`config.mk`:
```
export PLATFORM = sky130hd
export DESIGN_NAME = prio_cmd_status
export DESIGN_NICKNAME = d
export VERILOG_FILES = /design/src/verilog/prio_pkg.sv /design/src/verilog/prio_res_if.sv /design/src/verilog/prio_resolver.sv /design/src/verilog/prio_cmd_status.sv
export VERILOG_INCLUDE_DIRS = /design/src /design/src/verilog
export SDC_FILE = /design/constraint.sdc
export NUM_CORES = 1
export LEC_CHECK = 0
export BUFFER_PORTS_ARGS = -buffer_cell sky130_fd_sc_hd__buf_2
export CORE_ASPECT_RATIO = 1.75
export CORE_MARGIN = 2
export CORE_UTILIZATION = 40
export CTS_CLUSTER_SIZE = 16
export DETAILED_ROUTE_END_ITERATION = 8
export HOLD_SLACK_MARGIN = 0.1
export PLACE_DENSITY = 0.69
export SLEW_MARGIN = 20
export SYNTH_ARGS = -nofsm -noshare
export SYNTH_HDL_FRONTEND = slang
export SYNTH_SLANG_ARGS = --single-unit
```
`constraint.sdc`:
```
create_clock -name CLOCK -period 10.7 [get_ports CLOCK]
set_input_delay 1.605 -clock CLOCK [delete_from_list [all_inputs] [get_ports CLOCK]]
set_output_delay 1.605 -clock CLOCK [all_outputs]
set_load 0.01 [all_outputs]
```
`src/verilog/prio_defines.svh`:
```
// Constants for the priority interrupt command and status block.
`ifndef PRIO_DEFINES_SVH
`define PRIO_DEFINES_SVH

`define PRIO_CMD_ADDR     8'he6
`define PRIO_MASK_ADDR    8'he7

`define PRIO_INIT_BIT     4
`define PRIO_SEL_BIT      3
`define PRIO_OP_HI        7
`define PRIO_OP_LO        5
`define PRIO_LINE_HI      2
`define PRIO_LINE_LO      0
`define PRIO_SMM_HI       6
`define PRIO_SMM_LO       5
`define PRIO_RD_HI        1
`define PRIO_RD_LO        0
`define PRIO_SEL_TOP_BIT  7

`define PRIO_OP_CLR_ROT   3'h0
`define PRIO_OP_NS_END     3'h1
`define PRIO_OP_SP_END     3'h3
`define PRIO_OP_ROT_NS_END 3'h5
`define PRIO_OP_SET_PRIO   3'h6
`define PRIO_OP_ROT_SP_END 3'h7

`define PRIO_SMM_SET      2'h3
`define PRIO_SMM_CLR      2'h2
`define PRIO_RD_PEND      2'h2
`define PRIO_RD_SERV      2'h3

`define PRIO_MASK_RST     8'hff
`define PRIO_BOTTOM_RST   3'h7
`define PRIO_BYTE_ZERO    8'h00
`define PRIO_LINE_ZERO    3'h0

`endif

```
`src/verilog/prio_pkg.sv`:
```
// Types shared by the priority interrupt command and status block.
package prio_pkg;
  typedef logic [7:0] prio_byte_t;
  typedef logic [2:0] prio_line_t;
  typedef logic [3:0] prio_rank_t;
  typedef enum logic {PRIO_SEL_PEND, PRIO_SEL_SERV} prio_sel_e;
endpackage

```
`src/verilog/prio_res_if.sv`:
```
// Interface between the command logic and the priority resolver.
`timescale 1ns/1ps
`default_nettype none
interface prio_res_if;
  import prio_pkg::*;
  prio_line_t bottom;
  prio_byte_t serv_vec;
  prio_byte_t req_vec;
  logic       serv_hit;
  prio_line_t serv_line;
  prio_rank_t serv_rank;
  logic       req_hit;
  prio_line_t req_line;
  prio_rank_t req_rank;
  modport owner    (output bottom, serv_vec, req_vec,
                    input serv_hit, serv_line, serv_rank, req_hit, req_line, req_rank);
  modport resolver (input bottom, serv_vec, req_vec,
                    output serv_hit, serv_line, serv_rank, req_hit, req_line, req_rank);
endinterface
`default_nettype wire

```
`src/verilog/prio_resolver.sv`:
```
// Rotating priority resolver: finds the highest priority set bit of two vectors.
`timescale 1ns/1ps
`default_nettype none
module prio_resolver
  import prio_pkg::*;
(
  prio_res_if.resolver rif
);

  prio_byte_t serv_rot;
  prio_byte_t req_rot;

  // Rank k holds line bottom+1+k, so rank 0 is the line just above the bottom.
  genvar k;
  generate
    for (k = 0; k < 8; k++) begin : g_rot
      assign serv_rot[k] = rif.serv_vec[3'(rif.bottom + 3'(k + 1))];
      assign req_rot[k] = rif.req_vec[3'(rif.bottom + 3'(k + 1))];
    end
  endgenerate

  // Returns the lowest set rank; rank 8 means nothing set.
  function automatic prio_rank_t first_rank(input prio_byte_t v);
    prio_rank_t r;
    r = 4'h8;
    for (int i = 7; i >= 0; i--) begin
      if (v[i]) begin
        r = 4'(i);
      end
    end
    return r;
  endfunction

  always_comb begin
    rif.serv_rank = first_rank(serv_rot);
    rif.req_rank  = first_rank(req_rot);
    rif.serv_hit  = ~rif.serv_rank[3];
    rif.req_hit   = ~rif.req_rank[3];
    rif.serv_line = 3'(rif.bottom + 3'h1 + rif.serv_rank[2:0]);
    rif.req_line = 3'(rif.bottom + 3'h1 + rif.req_rank[2:0]);
  end

endmodule
`default_nettype wire

```
`src/verilog/prio_cmd_status.sv`:
```
// Command and status logic of an eight-line priority interrupt unit.
`timescale 1ns/1ps
`default_nettype none
`include "prio_defines.svh"
module prio_cmd_status
  import prio_pkg::*;
(
  input  wire logic       CLOCK,
  input  wire logic       RST,
  input  wire logic [7:0] IO_ADDR,
  input  wire logic       IO_WR,
  input  wire logic       IO_RD,
  input  wire logic [7:0] IO_WDATA,
  output logic      [7:0] IO_RDATA,
  input  wire logic [7:0] REQ_LINES,
  input  wire logic       INT_ACK,
  output logic            INT_REQ,
  output logic      [2:0] ACK_LINE
);

  prio_byte_t pend_q;
  prio_byte_t serv_q;
  prio_byte_t serv_d;
  prio_byte_t mask_q;
  prio_line_t bottom_q;
  prio_line_t bottom_d;
  prio_sel_e  sel_q;
  logic       smm_q;
  logic       rot_q;
  logic       rot_d;
  logic       irq_q;
  prio_byte_t rdata_q;
  prio_line_t ack_line_q;

  logic       cmd_wr;
  logic       mask_wr;
  logic       op_word;
  logic       sel_word;
  logic [2:0] op;
  prio_line_t word_line;
  prio_byte_t serv_clr;
  prio_byte_t serv_set;
  logic       irq_d;

  prio_res_if rif ();

  prio_resolver u_resolver (
    .rif (rif)
  );

  // Port decode. Words with bit 4 set are initialization words, which this
  // block does not handle, so they fall through as unrecognised.
  assign cmd_wr    = IO_WR && (IO_ADDR == `PRIO_CMD_ADDR);
  assign mask_wr   = IO_WR && (IO_ADDR == `PRIO_MASK_ADDR);
  assign op_word   = cmd_wr && !IO_WDATA[`PRIO_INIT_BIT] && !IO_WDATA[`PRIO_SEL_BIT];
  assign sel_word  = cmd_wr && !IO_WDATA[`PRIO_INIT_BIT] && IO_WDATA[`PRIO_SEL_BIT] &&
                     !IO_WDATA[`PRIO_SEL_TOP_BIT];
  assign op        = IO_WDATA[`PRIO_OP_HI:`PRIO_OP_LO];
  assign word_line = IO_WDATA[`PRIO_LINE_HI:`PRIO_LINE_LO];

  // Resolver inputs. In special mask mode the lines already in service are
  // taken out of the request vector instead of blocking lower lines.
  assign rif.bottom  = bottom_q;
  assign rif.serv_vec = serv_q;
  assign rif.req_vec = smm_q ? (pend_q & ~mask_q & ~serv_q) : (pend_q & ~mask_q);

  // Pending requests follow the lines every cycle.
  always_ff @(posedge CLOCK) begin
    if (RST) begin
      pend_q <= `PRIO_BYTE_ZERO;
    end else begin
      pend_q <= REQ_LINES;
    end
  end

  // End-of-interrupt decode and the rotation that goes with it.
  always_comb begin
    serv_clr = `PRIO_BYTE_ZERO;
    bottom_d = bottom_q;
    rot_d    = rot_q;
    if (op_word) begin
      case (op)
        `PRIO_OP_NS_END: begin
          if (rif.serv_hit) begin
            serv_clr[rif.serv_line] = 1'b1;
            if (rot_q) begin
              bottom_d = rif.serv_line;
            end
          end
        end
        `PRIO_OP_ROT_NS_END: begin
          rot_d = 1'b1;
          if (rif.serv_hit) begin
            serv_clr[rif.serv_line] = 1'b1;
            bottom_d = rif.serv_line;
          end
        end
        `PRIO_OP_CLR_ROT: begin
          rot_d = 1'b0;
        end
        `PRIO_OP_SP_END: begin
          serv_clr[word_line] = 1'b1;
        end
        `PRIO_OP_ROT_SP_END: begin
          serv_clr[word_line] = 1'b1;
          bottom_d = word_line;
        end
        `PRIO_OP_SET_PRIO: begin
          bottom_d = word_line;
        end
        default: begin
          bottom_d = bottom_q;
        end
      endcase
    end
  end

  // An acknowledge marks the winning request as being serviced. A set in
  // the same cycle as a clear of that bit wins, so no service is lost.
  always_comb begin
    serv_set = `PRIO_BYTE_ZERO;
    if (INT_ACK && rif.req_hit) begin
      serv_set[rif.req_line] = 1'b1;
    end
    serv_d = (serv_q & ~serv_clr) | serv_set;
  end

  always_ff @(posedge CLOCK) begin
    if (RST) begin
      serv_q <= `PRIO_BYTE_ZERO;
    end else begin
      serv_q <= serv_d;
    end
  end

  // Priority order; reset leaves line 7 at the bottom, which is fully nested.
  always_ff @(posedge CLOCK) begin
    if (RST) begin
      bottom_q <= `PRIO_BOTTOM_RST;
      rot_q    <= 1'b0;
    end else begin
      bottom_q <= bottom_d;
      rot_q    <= rot_d;
    end
  end

  // Interrupt mask.
  always_ff @(posedge CLOCK) begin
    if (RST) begin
      mask_q <= `PRIO_MASK_RST;
    end else if (mask_wr) begin
      mask_q <= IO_WDATA;
    end
  end

  // Read selection and special mask mode come from select words. A select
  // word that names neither register leaves the selection alone.
  always_ff @(posedge CLOCK) begin
    if (RST) begin
      sel_q <= PRIO_SEL_PEND;
    end else if (sel_word) begin
      case (IO_WDATA[`PRIO_RD_HI:`PRIO_RD_LO])
        `PRIO_RD_PEND: sel_q <= PRIO_SEL_PEND;
        `PRIO_RD_SERV: sel_q <= PRIO_SEL_SERV;
        default:       sel_q <= sel_q;
      endcase
    end
  end

  always_ff @(posedge CLOCK) begin
    if (RST) begin
      smm_q <= 1'b0;
    end else if (sel_word) begin
      case (IO_WDATA[`PRIO_SMM_HI:`PRIO_SMM_LO])
        `PRIO_SMM_SET: smm_q <= 1'b1;
        `PRIO_SMM_CLR: smm_q <= 1'b0;
        default:       smm_q <= smm_q;
      endcase
    end
  end

  // Read data is registered and holds until the next read. The selection is
  // not consumed by a read, so repeated reads give the same register.
  always_ff @(posedge CLOCK) begin
    if (RST) begin
      rdata_q <= `PRIO_BYTE_ZERO;
    end else if (IO_RD) begin
      if (IO_ADDR == `PRIO_CMD_ADDR) begin
        rdata_q <= (sel_q == PRIO_SEL_SERV) ? serv_q : pend_q;
      end else if (IO_ADDR == `PRIO_MASK_ADDR) begin
        rdata_q <= mask_q;
      end else begin
        rdata_q <= `PRIO_BYTE_ZERO;
      end
    end
  end

  // In nested mode a request must outrank every line in service; a line of
  // equal rank is the one being serviced and must not interrupt itself.
  always_comb begin
    if (smm_q) begin
      irq_d = rif.req_hit;
    end else begin
      irq_d = rif.req_hit && (!rif.serv_hit || (rif.req_rank < rif.serv_rank));
    end
  end

  // The request output lags the cause by one cycle to keep it glitch free.
  always_ff @(posedge CLOCK) begin
    if (RST) begin
      irq_q <= 1'b0;
    end else begin
      irq_q <= irq_d;
    end
  end

  always_ff @(posedge CLOCK) begin
    if (RST) begin
      ack_line_q <= `PRIO_LINE_ZERO;
    end else if (INT_ACK && rif.req_hit) begin
      ack_line_q <= rif.req_line;
    end
  end

  assign IO_RDATA = rdata_q;
  assign INT_REQ  = irq_q;
  assign ACK_LINE = ack_line_q;

endmodule
`default_nettype wire

```
# Yosys cells after proc, flatten, opt, wreduce, memory -nomap -nowiden
# Index checks and enable logic that the tools add are counted.
dict set report word_totals {
  word_cells 153
  register_bits 42
  inputBits 29
}
dict set report op_classes {
  bitwise_logic 8
  add_sub_neg 9
  reduce_logical 27
  magnitude_cmp 15
  eq_ne 14
  muxes 70
}
# cell count
set op_table {}
lappend op_table {{$mux 4} 16}
lappend op_table {{$mux 8} 7}
lappend op_table {{$bmux 1 s3} 16}
lappend op_table {{$lt 3x4->1 const B} 11}
lappend op_table {{$and 8x8->8} 3}
lappend op_table {{$not 8->8} 3}
lappend op_table {{$mux 1} 20}
lappend op_table {{$eq 8x8->1 const B} 2}
lappend op_table {{$pmux 8 s2} 1}
lappend op_table {{$add 3x3->3 const B} 4}
lappend op_table {{$logic_and 1x1->1} 11}
lappend op_table {{$demux 1 s3} 3}
lappend op_table {{$eq 3x3->1 const B} 3}
lappend op_table {{$ge 3x1->1 const B} 3}
lappend op_table {{$mux 3} 3}
lappend op_table {{$pmux 3 s3} 1}
lappend op_table {{$eq 2x2->1 const B} 4}
lappend op_table {{$or 8x8->8} 1}
lappend op_table {{$add 3x2->3 const B} 2}
lappend op_table {{$add 3x3->3} 2}
lappend op_table {{$ne 2x2->1 const B} 3}
lappend op_table {{$pmux 1 s2} 3}
lappend op_table {{$reduce_and 2->1} 3}
lappend op_table {{$reduce_bool 2->1} 3}
lappend op_table {{other kinds (11)} 15}

# Longest topological paths before layout
# Gate-level depths: netlist of run 1.
dict set report depth {
  word_depth 21
  ltp_mapped 18
  mapped_depth_nobuf 15
}

# Cells and area by module
# Synthesis of run 1 repeated with hierarchy kept, for this count alone.
dict set report hier_totals {
  cells_unflattened 369
  hier_area_um2 3370.7
}
# mod n_inst seq_area_each_um2 cells_each area_each_um2
set by_module_without_submodules {}
lappend by_module_without_submodules {prio_cmd_status 1 840.8 250 2078.2}
lappend by_module_without_submodules {prio_resolver 1 0.0 119 1292.5}

# Worst setup path after synthesis of run 1
# No wires, ideal clock.
dict set report synth_path {
  path_kind {register to register}
  startpoint {register bottom_q[0]}
  endpoint {register serv_q[4] (netlist: rif.serv_vec[4])}
  arrival_ps 3771
  setup_ps 75
  setup_slack_ps 6854
  path_buffers 3
  period_less_slack_ps 3846
  stages_incl_launch_ff 17
  cell_sequence {dfxtp_1 buf_4 buf_4 inv_1 ha_1 buf_6 and2b_1 nand3_1 a41oi_1 a211oi_1 o41ai_1 nand2b_1 a21boi_0 ha_1 fa_1 or4_1 o22ai_1}
}
dict set report synth_between {
  elab_cells_between_ends 76
  cone_classes {9 x add/sub; 4 x order compare; 56 x mux; 4 x bitwise; 3 x reduce/logical}
}
# element line
set synth_lines {}
lappend synth_lines {{start, declared} prio_cmd_status.sv:25} ;# prio_line_t bottom_q;
lappend synth_lines {{start signal, assigned} prio_cmd_status.sv:139} ;# bottom_q <= `PRIO_BOTTOM_RST;
lappend synth_lines {{start signal, assigned} prio_cmd_status.sv:142} ;# bottom_q <= bottom_d;
lappend synth_lines {{$add 3x3->3 / $bmux 1 s3 (equally long branches)} prio_resolver.sv:18} ;# assign req_rot[k] = rif.req_vec[3'(rif.bottom + 3'(k + 1))];
lappend synth_lines {{$bmux 1 s3 / $mux 1 (equally long branches)} prio_resolver.sv:18}
lappend synth_lines {{$mux 1 (not written as such) / $mux 4 (equally long branches)} {prio_resolver.sv:18, prio_resolver.sv:27}}
lappend synth_lines {{$mux 4 (7 in series)} prio_resolver.sv:27} ;# if (v[i]) begin
lappend synth_lines {{$add 3x3->3 *} prio_resolver.sv:40} ;# rif.req_line = 3'(rif.bottom + 3'h1 + rif.req_rank[2:0]);
lappend synth_lines {{named net rif.req_line[1]} prio_res_if.sv:13} ;# prio_line_t req_line;
lappend synth_lines {{$lt 3x4->1 (not written as such) / $ge 3x1->1 (equally long branches)} prio_cmd_status.sv:123} ;# serv_set[rif.req_line] = 1'b1;
lappend synth_lines {{$logic_and 1x1->1 (not written as such)} prio_cmd_status.sv:123}
lappend synth_lines {{$mux 1 (not written as such)} prio_cmd_status.sv:123}
lappend synth_lines {{$demux 1 s3 *} prio_cmd_status.sv:123}
lappend synth_lines {{$mux 8 *} prio_cmd_status.sv:122} ;# if (INT_ACK && rif.req_hit) begin
lappend synth_lines {{$or 8x8->8 *} prio_cmd_status.sv:125} ;# serv_d = (serv_q & ~serv_clr) | serv_set;
lappend synth_lines {{end signal, assigned} prio_cmd_status.sv:130} ;# serv_q <= `PRIO_BYTE_ZERO;
lappend synth_lines {{end signal, assigned} prio_cmd_status.sv:132} ;# serv_q <= serv_d;
lappend synth_lines {{end, declared} prio_cmd_status.sv:22} ;# prio_byte_t serv_q;
# Mark *: on every way through the listed nets, which the timed path passes. The rest lies on a longest branch. The select of a mux whose other input is x is not followed.
# A chain may end at the register's enable or synchronous reset.

# Worst setup path after layout of run 1
dict set report layout_path {
  startpoint {register bottom_q[0]}
  endpoint {register serv_q[5] (netlist: rif.serv_vec[5])}
}
dict set report layout_between {
  elab_chain_len 21
  elab_cells_between_ends 76
  cone_classes {9 x add/sub; 4 x order compare; 56 x mux; 4 x bitwise; 3 x reduce/logical}
}
# element line
set layout_lines {}
lappend layout_lines {{$add 3x3->3 / $bmux 1 s3 (equally long branches)} {prio_resolver.sv:17, prio_resolver.sv:18}}
lappend layout_lines {{$bmux 1 s3 / $mux 1 (equally long branches)} prio_resolver.sv:17} ;# assign serv_rot[k] = rif.serv_vec[3'(rif.bottom + 3'(k + 1))];
lappend layout_lines {{$mux 1 (not written as such) / $mux 4 (equally long branches)} {prio_resolver.sv:17, prio_resolver.sv:27}}
lappend layout_lines {{$mux 4 (7 in series)} prio_resolver.sv:27}
lappend layout_lines {{$add 3x3->3} prio_resolver.sv:39} ;# rif.serv_line = 3'(rif.bottom + 3'h1 + rif.serv_rank[2:0]);
lappend layout_lines {{$lt 3x4->1 (not written as such) / $ge 3x1->1 (equally long branches)} {prio_cmd_status.sv:85, prio_cmd_status.sv:94}}
lappend layout_lines {{$logic_and 1x1->1 (not written as such)} {prio_cmd_status.sv:85, prio_cmd_status.sv:94}}
lappend layout_lines {{$mux 1 (not written as such)} {prio_cmd_status.sv:85, prio_cmd_status.sv:94}}
lappend layout_lines {{$demux 1 s3} {prio_cmd_status.sv:85, prio_cmd_status.sv:94}}
lappend layout_lines {{$mux 8} {prio_cmd_status.sv:84, prio_cmd_status.sv:93}}
lappend layout_lines {{$pmux 8 s2} prio_cmd_status.sv:82} ;# case (op)
lappend layout_lines {{$mux 8} prio_cmd_status.sv:81} ;# if (op_word) begin
lappend layout_lines {{$not 8->8} prio_cmd_status.sv:125}
lappend layout_lines {{$and 8x8->8} prio_cmd_status.sv:125}
lappend layout_lines {{$or 8x8->8 *} prio_cmd_status.sv:125}
# Every way passes the cells marked *; elsewhere a longest branch is shown, timed or not. The select of a mux whose other input is x is not followed.

==> summary.txt, run 1 <==
Status
  – Status: completed

Min path
  – Worst hold endpoint: IO_RDATA[7]$_SDFFE_PP0P_
  – Hold Crit Depth: 2
  – Min-delay src: IO_RDATA[7]$_SDFFE_PP0P_
  – Hold WC Path Type: reg2reg

Floorplanning
  – Rows: 44
  – Starting Density: 40.51%
  – Die area: about 0.0091 mm²
  – I/O Pins: 41
  – Core area: about 0.0082 mm²
  – Die width: between 70 and 80 µm
  – Die H: ~120 µm

Setup path
  – WP data required: roughly 11 ns
  – Top cell by count, worst path: ha_1
  – R2r startpoint: bottom_q[0]$_SDFFE_PP1P_
  – R2R Setup Slk: roughly 5.8 ns
  – Crit path DAT: 5.11 ns
  – Crit-path max cell delay: a little under 1 ns
  – Crit-path leading delay family: adder cells
  – Critical path's slowest cell: dfxtp_1
  – Worst r2r path cells: 14
  – Crit Path Max Fanout: 25
  – Worst setup SP type: flop
  – CP cell instances: inv_1 > ha_1 > nor2b_1 > nand3_1 > a41oi_1 > a211oi_1 > o41ai_1 > nand2b_1 > a21boi_0 > ha_1 > fa_1 > xnor2_1 > xor2_1 > o22ai_1
  – WS Path Type: reg2reg
  – FF-to-FF End: rif.serv_vec[5]$_SDFF_PP0_
  – CP bufs+invs: 1
  – CP endpoint kind: flop

Clock tree
  – Clock Path Buffers: 2
  – Clock sink total: 42
  – Clk root buf: clkbuf_16
  – Post-CTS sizing: 0
  – Clock transition at path regs: around 0.06 ns
  – Num CTS Buffers: 5
  – Hold_buf cts: 0
  – Clock latency on the worst-skew pair: between 0.2 and 0.3 ns
  – Htree depth: 2
  – Post-CTS Setup Inserts: 0
  – CTS tree: done

Final layout
  – Commonest non-fill, non-tap cell in the layout: nor2_1
  – Final nets: 470
  – Area Overhead vs Synth: 11.11%
  – # diodes: 0
  – Share of post-route cells with drive strength above 1: around 16%
  – Most frequent cells in the layout: 46 x nor2_1, 42 x dfxtp_1, 40 x buf_2, 35 x nand2_1, 28 x nor2b_1
  – Post-Layout Cell Count: between 500 and 600

Power and ir drop
  – Seq pwr share: between 40% and 50%
  – Clock power frac: between 40% and 50%
  – Int Power: about 0.26 mW
  – Max VDD drop: just over 0.1 mV
  – Switching share of power: between 20% and 30%
  – Pwr Density: between 90 and 100 mW/mm²
  – Comb pwr share: under 10%
  – Net Sw Power: 0.07648 mW
  – Leak Pwr: 1.492 nW

Timing
  – RSZ-0062 raised after global routing: false
  – Slew @ Worst Pin: 0.9971 ns
  – Fin. Hold Viols: 0
  – Period utilisation layout: a little under half
  – Fmax: 202.2 MHz
  – Fin Setup TNS: 0 ns
  – Skew final: 0.005966 ns
  – Final Critical Period: roughly 5 ns
  – Slew headroom: roughly a third
  – Max Slew Vio Count: 0
  – Final setup vio count: 0

Yosys
  – Syn nets: 441
  – Main flop type after synthesis: dfxtp_1
  – FF+latch count, synth: 42
  – Sequential share of the synthesized area: approximately 25%
  – Post-synth EDFFs: 0
  – Post-Synthesis Cells: 403
  – Avg Synthesized Cell Area: about 8.2 µm²
  – Synth Warn #: 0
  – Async set-or-reset flop fraction in the synthesized netlist: 0%
  – Post-synthesis cell area: 0.003323 mm²
  – Post-synthesis cell type count: 63

Global route
  – Initial antenna violation count: 0
  – Largest net degree at the start of global routing: 45
  – First-pass GRT wire length: between 15 and 20 mm
  – Grt ovf: 0
  – GR Util All Layers: 21.59%
  – Vias in the first global route: 3090

Detailed routing
  – DR DRC count: 0
  – Drt via density: between 6 and 7
  – Total iterations of the first detailed-routing run: 5
  – DR iter-0 viols: 157
  – Via count: 3190
  – Post-Route WL: 9.397 mm
  – Final ANT Viol Nets: 0
  – Detailed-route wire length per cell: around 18 µm

Place
  – PortBufs: 40
  – Placed Cells: ~520
  – RePlAce Congestion: ~0.98
  – Hpwl dp: 7.290 mm

Flow run
  – Max_cap viols: 0
-- synthesized netlist by cell type (3+ instances only) --
cell type	count	share of area (%)
nand2_1	35	4.0
nor2_1	46	5.2
ha_1	7	2.6
nor4_1	4	0.75
a211o_1	10	2.6
nor3_1	4	0.60
o21ai_0	11	1.7
xnor2_1	4	1.1
nand3_1	23	3.5
nor2b_1	28	5.3
nand2b_1	5	0.94
and2_1	8	1.5
a21oi_1	26	3.9
clkbuf_1	10	1.1
a41o_1	3	0.90
o41ai_1	3	0.79
nand4b_1	3	0.79
inv_1	14	1.6
buf_4	3	0.68
a211oi_1	5	1.1
mux2i_1	19	5.7
dfxtp_1	42	25
and3_1	3	0.56
buf_2	3	0.45
nand4_1	16	3.0
o22ai_1	7	1.3
mux4_2	10	6.8
-- power by group through the flow --
stage                     clock, mW  combinational, mW  sequential [mW]
after global placement            0             0.0192            0.163
after global routing          0.165             0.0220            0.159
after CTS                     0.158             0.0195            0.159
final                         0.156             0.0196            0.159
after detailed placement          0             0.0194            0.163
after floorplan                   0             0.0106            0.162
-- how the worst max path moves through the flow --
stage | from | to | slack (ns) | cells past startpoint
finish | bottom_q[0]$_SDFFE_PP1P_ | rif.serv_vec[5]$_SDFF_PP0_ | 5.75 | 14
global route | bottom_q[0]$_SDFFE_PP1P_ | rif.serv_vec[4]$_SDFF_PP0_ | 5.21 | 14
CTS | bottom_q[0]$_SDFFE_PP1P_ | rif.serv_vec[4]$_SDFF_PP0_ | 5.80 | 13
detailed placement | bottom_q[0]$_SDFFE_PP1P_ | rif.serv_vec[4]$_SDFF_PP0_ | 5.81 | 13
global placement | bottom_q[0]$_SDFFE_PP1P_ | rif.serv_vec[4]$_SDFF_PP0_ | 5.89 | 14
floorplan | bottom_q[0]$_SDFFE_PP1P_ | rif.serv_vec[4]$_SDFF_PP0_ | 6.85 | 16
-- routing by layer --
metal  vias up  GRT usage [%]  part of all wire [%]
met5         -              0                     0
met4         0          11.55                   4.4
met3        33          2.832                   3.5
met2        98          38.93                    55
met1      1505          23.38                    37
li1       1554              -                     -
-- worst register-to-register path: cells and delay by family, from the launching register on --
kind / cells / cell delay [ns]
fa+ha+maj: 3 / 1.28
compound gates: 5 / 1.04
flops: 1 / 0.98
xor+xnor: 2 / 0.65
simple gates: 3 / 0.61
buf+inv: 1 / 0.26
-- flip-flops by register name (all words and copies together) (netlist names) --
signal        flops
rot_q             1
bottom_q          3
sel_q             1
IO_RDATA          8
INT_REQ           1
mask_q            8
ACK_LINE          3
smm_q             1
pend_q            8
rif.serv_vec      8
-- cells by family after synthesis --
| group | synth area share (%) |
|---|---|
| buf+inv | 4.631 |
| simple gates | 29.78 |
| mux | 15.62 |
| fa+ha+maj | 3.840 |
| compound gates | 17.92 |
| xor+xnor | 2.899 |
| flops | 25.30 |
-- cell type report --
| cell class | count | area [µm²] |
|---|---|---|
| multi-input cells | 328 | 2328 |
| repair buffers | 40 | 200.2 |
| clock inverters | 2 | 12.51 |
| flip-flops and latches | 42 | 840.8 |
| fillers | 792 | 4511 |
| clock buffers | 6 | 138.9 |
| inverters | 15 | 56.30 |
| well taps | 92 | 115.1 |
-- through the flow --
step / util (%) / area [µm²] / hold WS (ns) / total power [mW] / setup WS [ns]
3_3_place_gp: 43.17 / 3541 / 0.4688 / 0.1819 / 5.894
6_report: 45.01 / 3692 / 0.4890 / 0.3348 / 5.753
3_5_place_dp: 43.17 / 3541 / 0.4758 / 0.1821 / 5.809
5_1_grt: 45.01 / 3692 / 0.5037 / 0.3464 / 5.213
4_1_cts: 45.01 / 3692 / 0.4841 / 0.3372 / 5.796
2_1_floorplan: - / 3323 / 0.4545 / 0.1728 / 6.854
Note: power is estimated with default switching activity, not from simulation.
==> run 2: changes to the inputs <==
- clock period: 10.7 -> 4.66 ns (I/O delays scaled with it)
==> summary.txt, run 2 (same netlist as run 1, synthesis figures left out) <==
Final layout
  – Share of post-route cells with drive strength above 1: 17.79%
  – Area Overhead vs Synth: 13.33%
  – Commonest non-fill, non-tap cell in the layout: nor2_1
  – # diodes: 0
  – Fin area: around 0.0038 mm²
  – FILL cells: just under 800
  – Most frequent cells in the layout: 46 x nor2_1, 42 x dfxtp_1, 40 x buf_2, 35 x nand2_1, 28 x nor2b_1
  – Final nets: roughly 480
  – Util after Layout: between 40% and 50%

Min path
  – Hold WC Path Type: reg2reg

Setup path
  – R2r startpoint: bottom_q[0]$_SDFFE_PP1P_
  – Worst setup SP type: flop
  – FF-to-FF End: rif.serv_vec[0]$_SDFF_PP0_
  – Crit Path Max Fanout: 7
  – CP endpoint kind: flop
  – Crit path DAT: 4.36 ns
  – Setup crit start: bottom_q[0]$_SDFFE_PP1P_
  – WS Path Type: reg2reg
  – R2R Setup Slk: just over 0.5 ns
  – Worst r2r path cells: 13
  – Crit path to: rif.serv_vec[0]$_SDFF_PP0_
  – WP data required: 4.87 ns

Place
  – PortBufs: 40
  – Hpwl dp: 7.821 mm
  – Cell Area, Placed: around 0.0036 mm²
  – RePlAce Congestion: ~0.93

Global route
  – Vias in the first global route: 3248
  – GR Util All Layers: 22.96%
  – First-pass GRT wire length: 16.16 mm
  – Grt ovf: 0
  – Largest net degree at the start of global routing: 45
  – Initial antenna violation count: 0

Clock tree
  – Hold_buf cts: 0
  – CTS tree: done
  – Clk root buf: clkbuf_16
  – Clock sink total: between 40 and 50
  – Clock latency on the worst-skew pair: between 0.2 and 0.3 ns
  – Post-CTS sizing: 0
  – Num CTS Buffers: 5
  – Post-CTS Setup Inserts: 0
  – Clock Path Buffers: 2
  – Clock transition at path regs: 0.06 ns
  – Htree depth: 2

Detailed routing
  – Total iterations of the first detailed-routing run: 8
  – Via count: about 3.3k
  – Drt via density: 6.231
  – Detailed-route wire length per cell: approximately 18 µm
  – DR DRC count: 0
  – Final ANT Viol Nets: 0
  – Post-Route WL: a little under 10 mm
  – DR iter-0 viols: ~230

Timing
  – RSZ-0062 raised after global routing: false
  – Final setup vio count: 0
  – Slew @ Worst Pin: a little under 0.8 ns
  – Skew final: 0.004264 ns
  – Final Critical Period: about 4.2 ns
  – Fmax: ~240 MHz
  – Max Slew Vio Count: 0
  – Min Hold Slack: approximately 0.48 ns
  – Period utilisation layout: around nine tenths
  – Fin. Hold Viols: 0
  – Fin Setup TNS: 0 ns
  – Slew headroom: about half

Floorplanning
  – Die H: ~120 µm
  – Core area: a little over 0.008 mm²
  – Starting Density: between 40% and 50%
  – Die area: approximately 0.009 mm²
  – Rows: between 40 and 50
  – Die width: 72.90 µm
  – I/O Pins: between 40 and 50

Flow run
  – Max_cap viols: 0

Power and ir drop
  – Max VDD drop: 0.4025 mV
  – Pwr Density: between 150 and 200 mW/mm²
  – Leak Pwr: approximately 1.5 nW

Status
  – Status: completed
==> run 2: cell count changes in the layout (fill, tap and decap cells not counted), sizes merged <==
| cell | previous run | this run |
|---|---|---|
| clkinv | 2 | 3 |
| buf | 40 | 51 |
| clkinvlp | 1 | 0 |
==> run 2: stage by stage <==
stage / setup slack [ns] / cells / total power [mW]
CTS: 0.6377 / 536 / 0.7563
finish: 0.5089 / 536 / 0.7504
floorplan: 0.8141 / 403 / 0.3967
global placement: 0.7164 / 528 / 0.4177
global route: 0.2692 / 536 / 0.7770
detailed placement: 0.6561 / 528 / 0.4184
==> run 2: area by class of cell <==
cell class / instances / area (µm²) / share of cell area [%]
Tap cell: 92 / 115.1 / 3.056
Multi-Input combinational cell: 328 / 2328 / 61.83
Inverter: 15 / 56.30 / 1.495
Clock buffer: 6 / 128.9 / 3.422
Sequential cell: 42 / 840.8 / 22.33
Timing Repair Buffer: 51 / 282.8 / 7.508
Clock inverter: 2 / 13.76 / 0.3654
==> run 2: metal layers <==
metal / wire, µm / global-route usage (%)
met5: 0 / 0
met3: 350 / 2.184
met4: 606 / 15.36
met1: 3451 / 23.74
met2: 5476 / 41.60
==> run 2: how the worst min path moves through the flow <==
| stage | from | slack [ns] | endpoint | cells past startpoint |
|---|---|---|---|---|
| finish | rot_q$_SDFFE_PP0P_ | 0.48 | rot_q$_SDFFE_PP0P_ | 2 |
| global placement | rot_q$_SDFFE_PP0P_ | 0.47 | rot_q$_SDFFE_PP0P_ | 2 |
| detailed placement | rot_q$_SDFFE_PP0P_ | 0.47 | rot_q$_SDFFE_PP0P_ | 2 |
| global route | rot_q$_SDFFE_PP0P_ | 0.52 | rot_q$_SDFFE_PP0P_ | 2 |
| CTS | rot_q$_SDFFE_PP0P_ | 0.48 | rot_q$_SDFFE_PP0P_ | 2 |
| floorplan | rot_q$_SDFFE_PP0P_ | 0.45 | rot_q$_SDFFE_PP0P_ | 2 |
==> run 2: worst max-delay path, stage by stage (launching register included) <==
cell,delay [ns]
dfxtp_1,0.33
inv_1,0.11
ha_1,0.45
nor2b_1,0.32
nand3_1,0.18
a41oi_1,0.28
a211oi_1,0.10
o41ai_1,0.53
nand2b_1,0.18
a21boi_0,0.10
ha_1,0.23
fa_1,0.52
or4_1,0.57
o22ai_1,0.16
==> run 2: report_power, final <==
group | switching [mW] | total (mW) | internal, mW | leakage [nW]
clock network | 0.141 | 0.340 | 0.199 | 0.0708
logic | 0.0272 | 0.0453 | 0.0181 | 1.14
registers | 0.00229 | 0.365 | 0.363 | 0.341
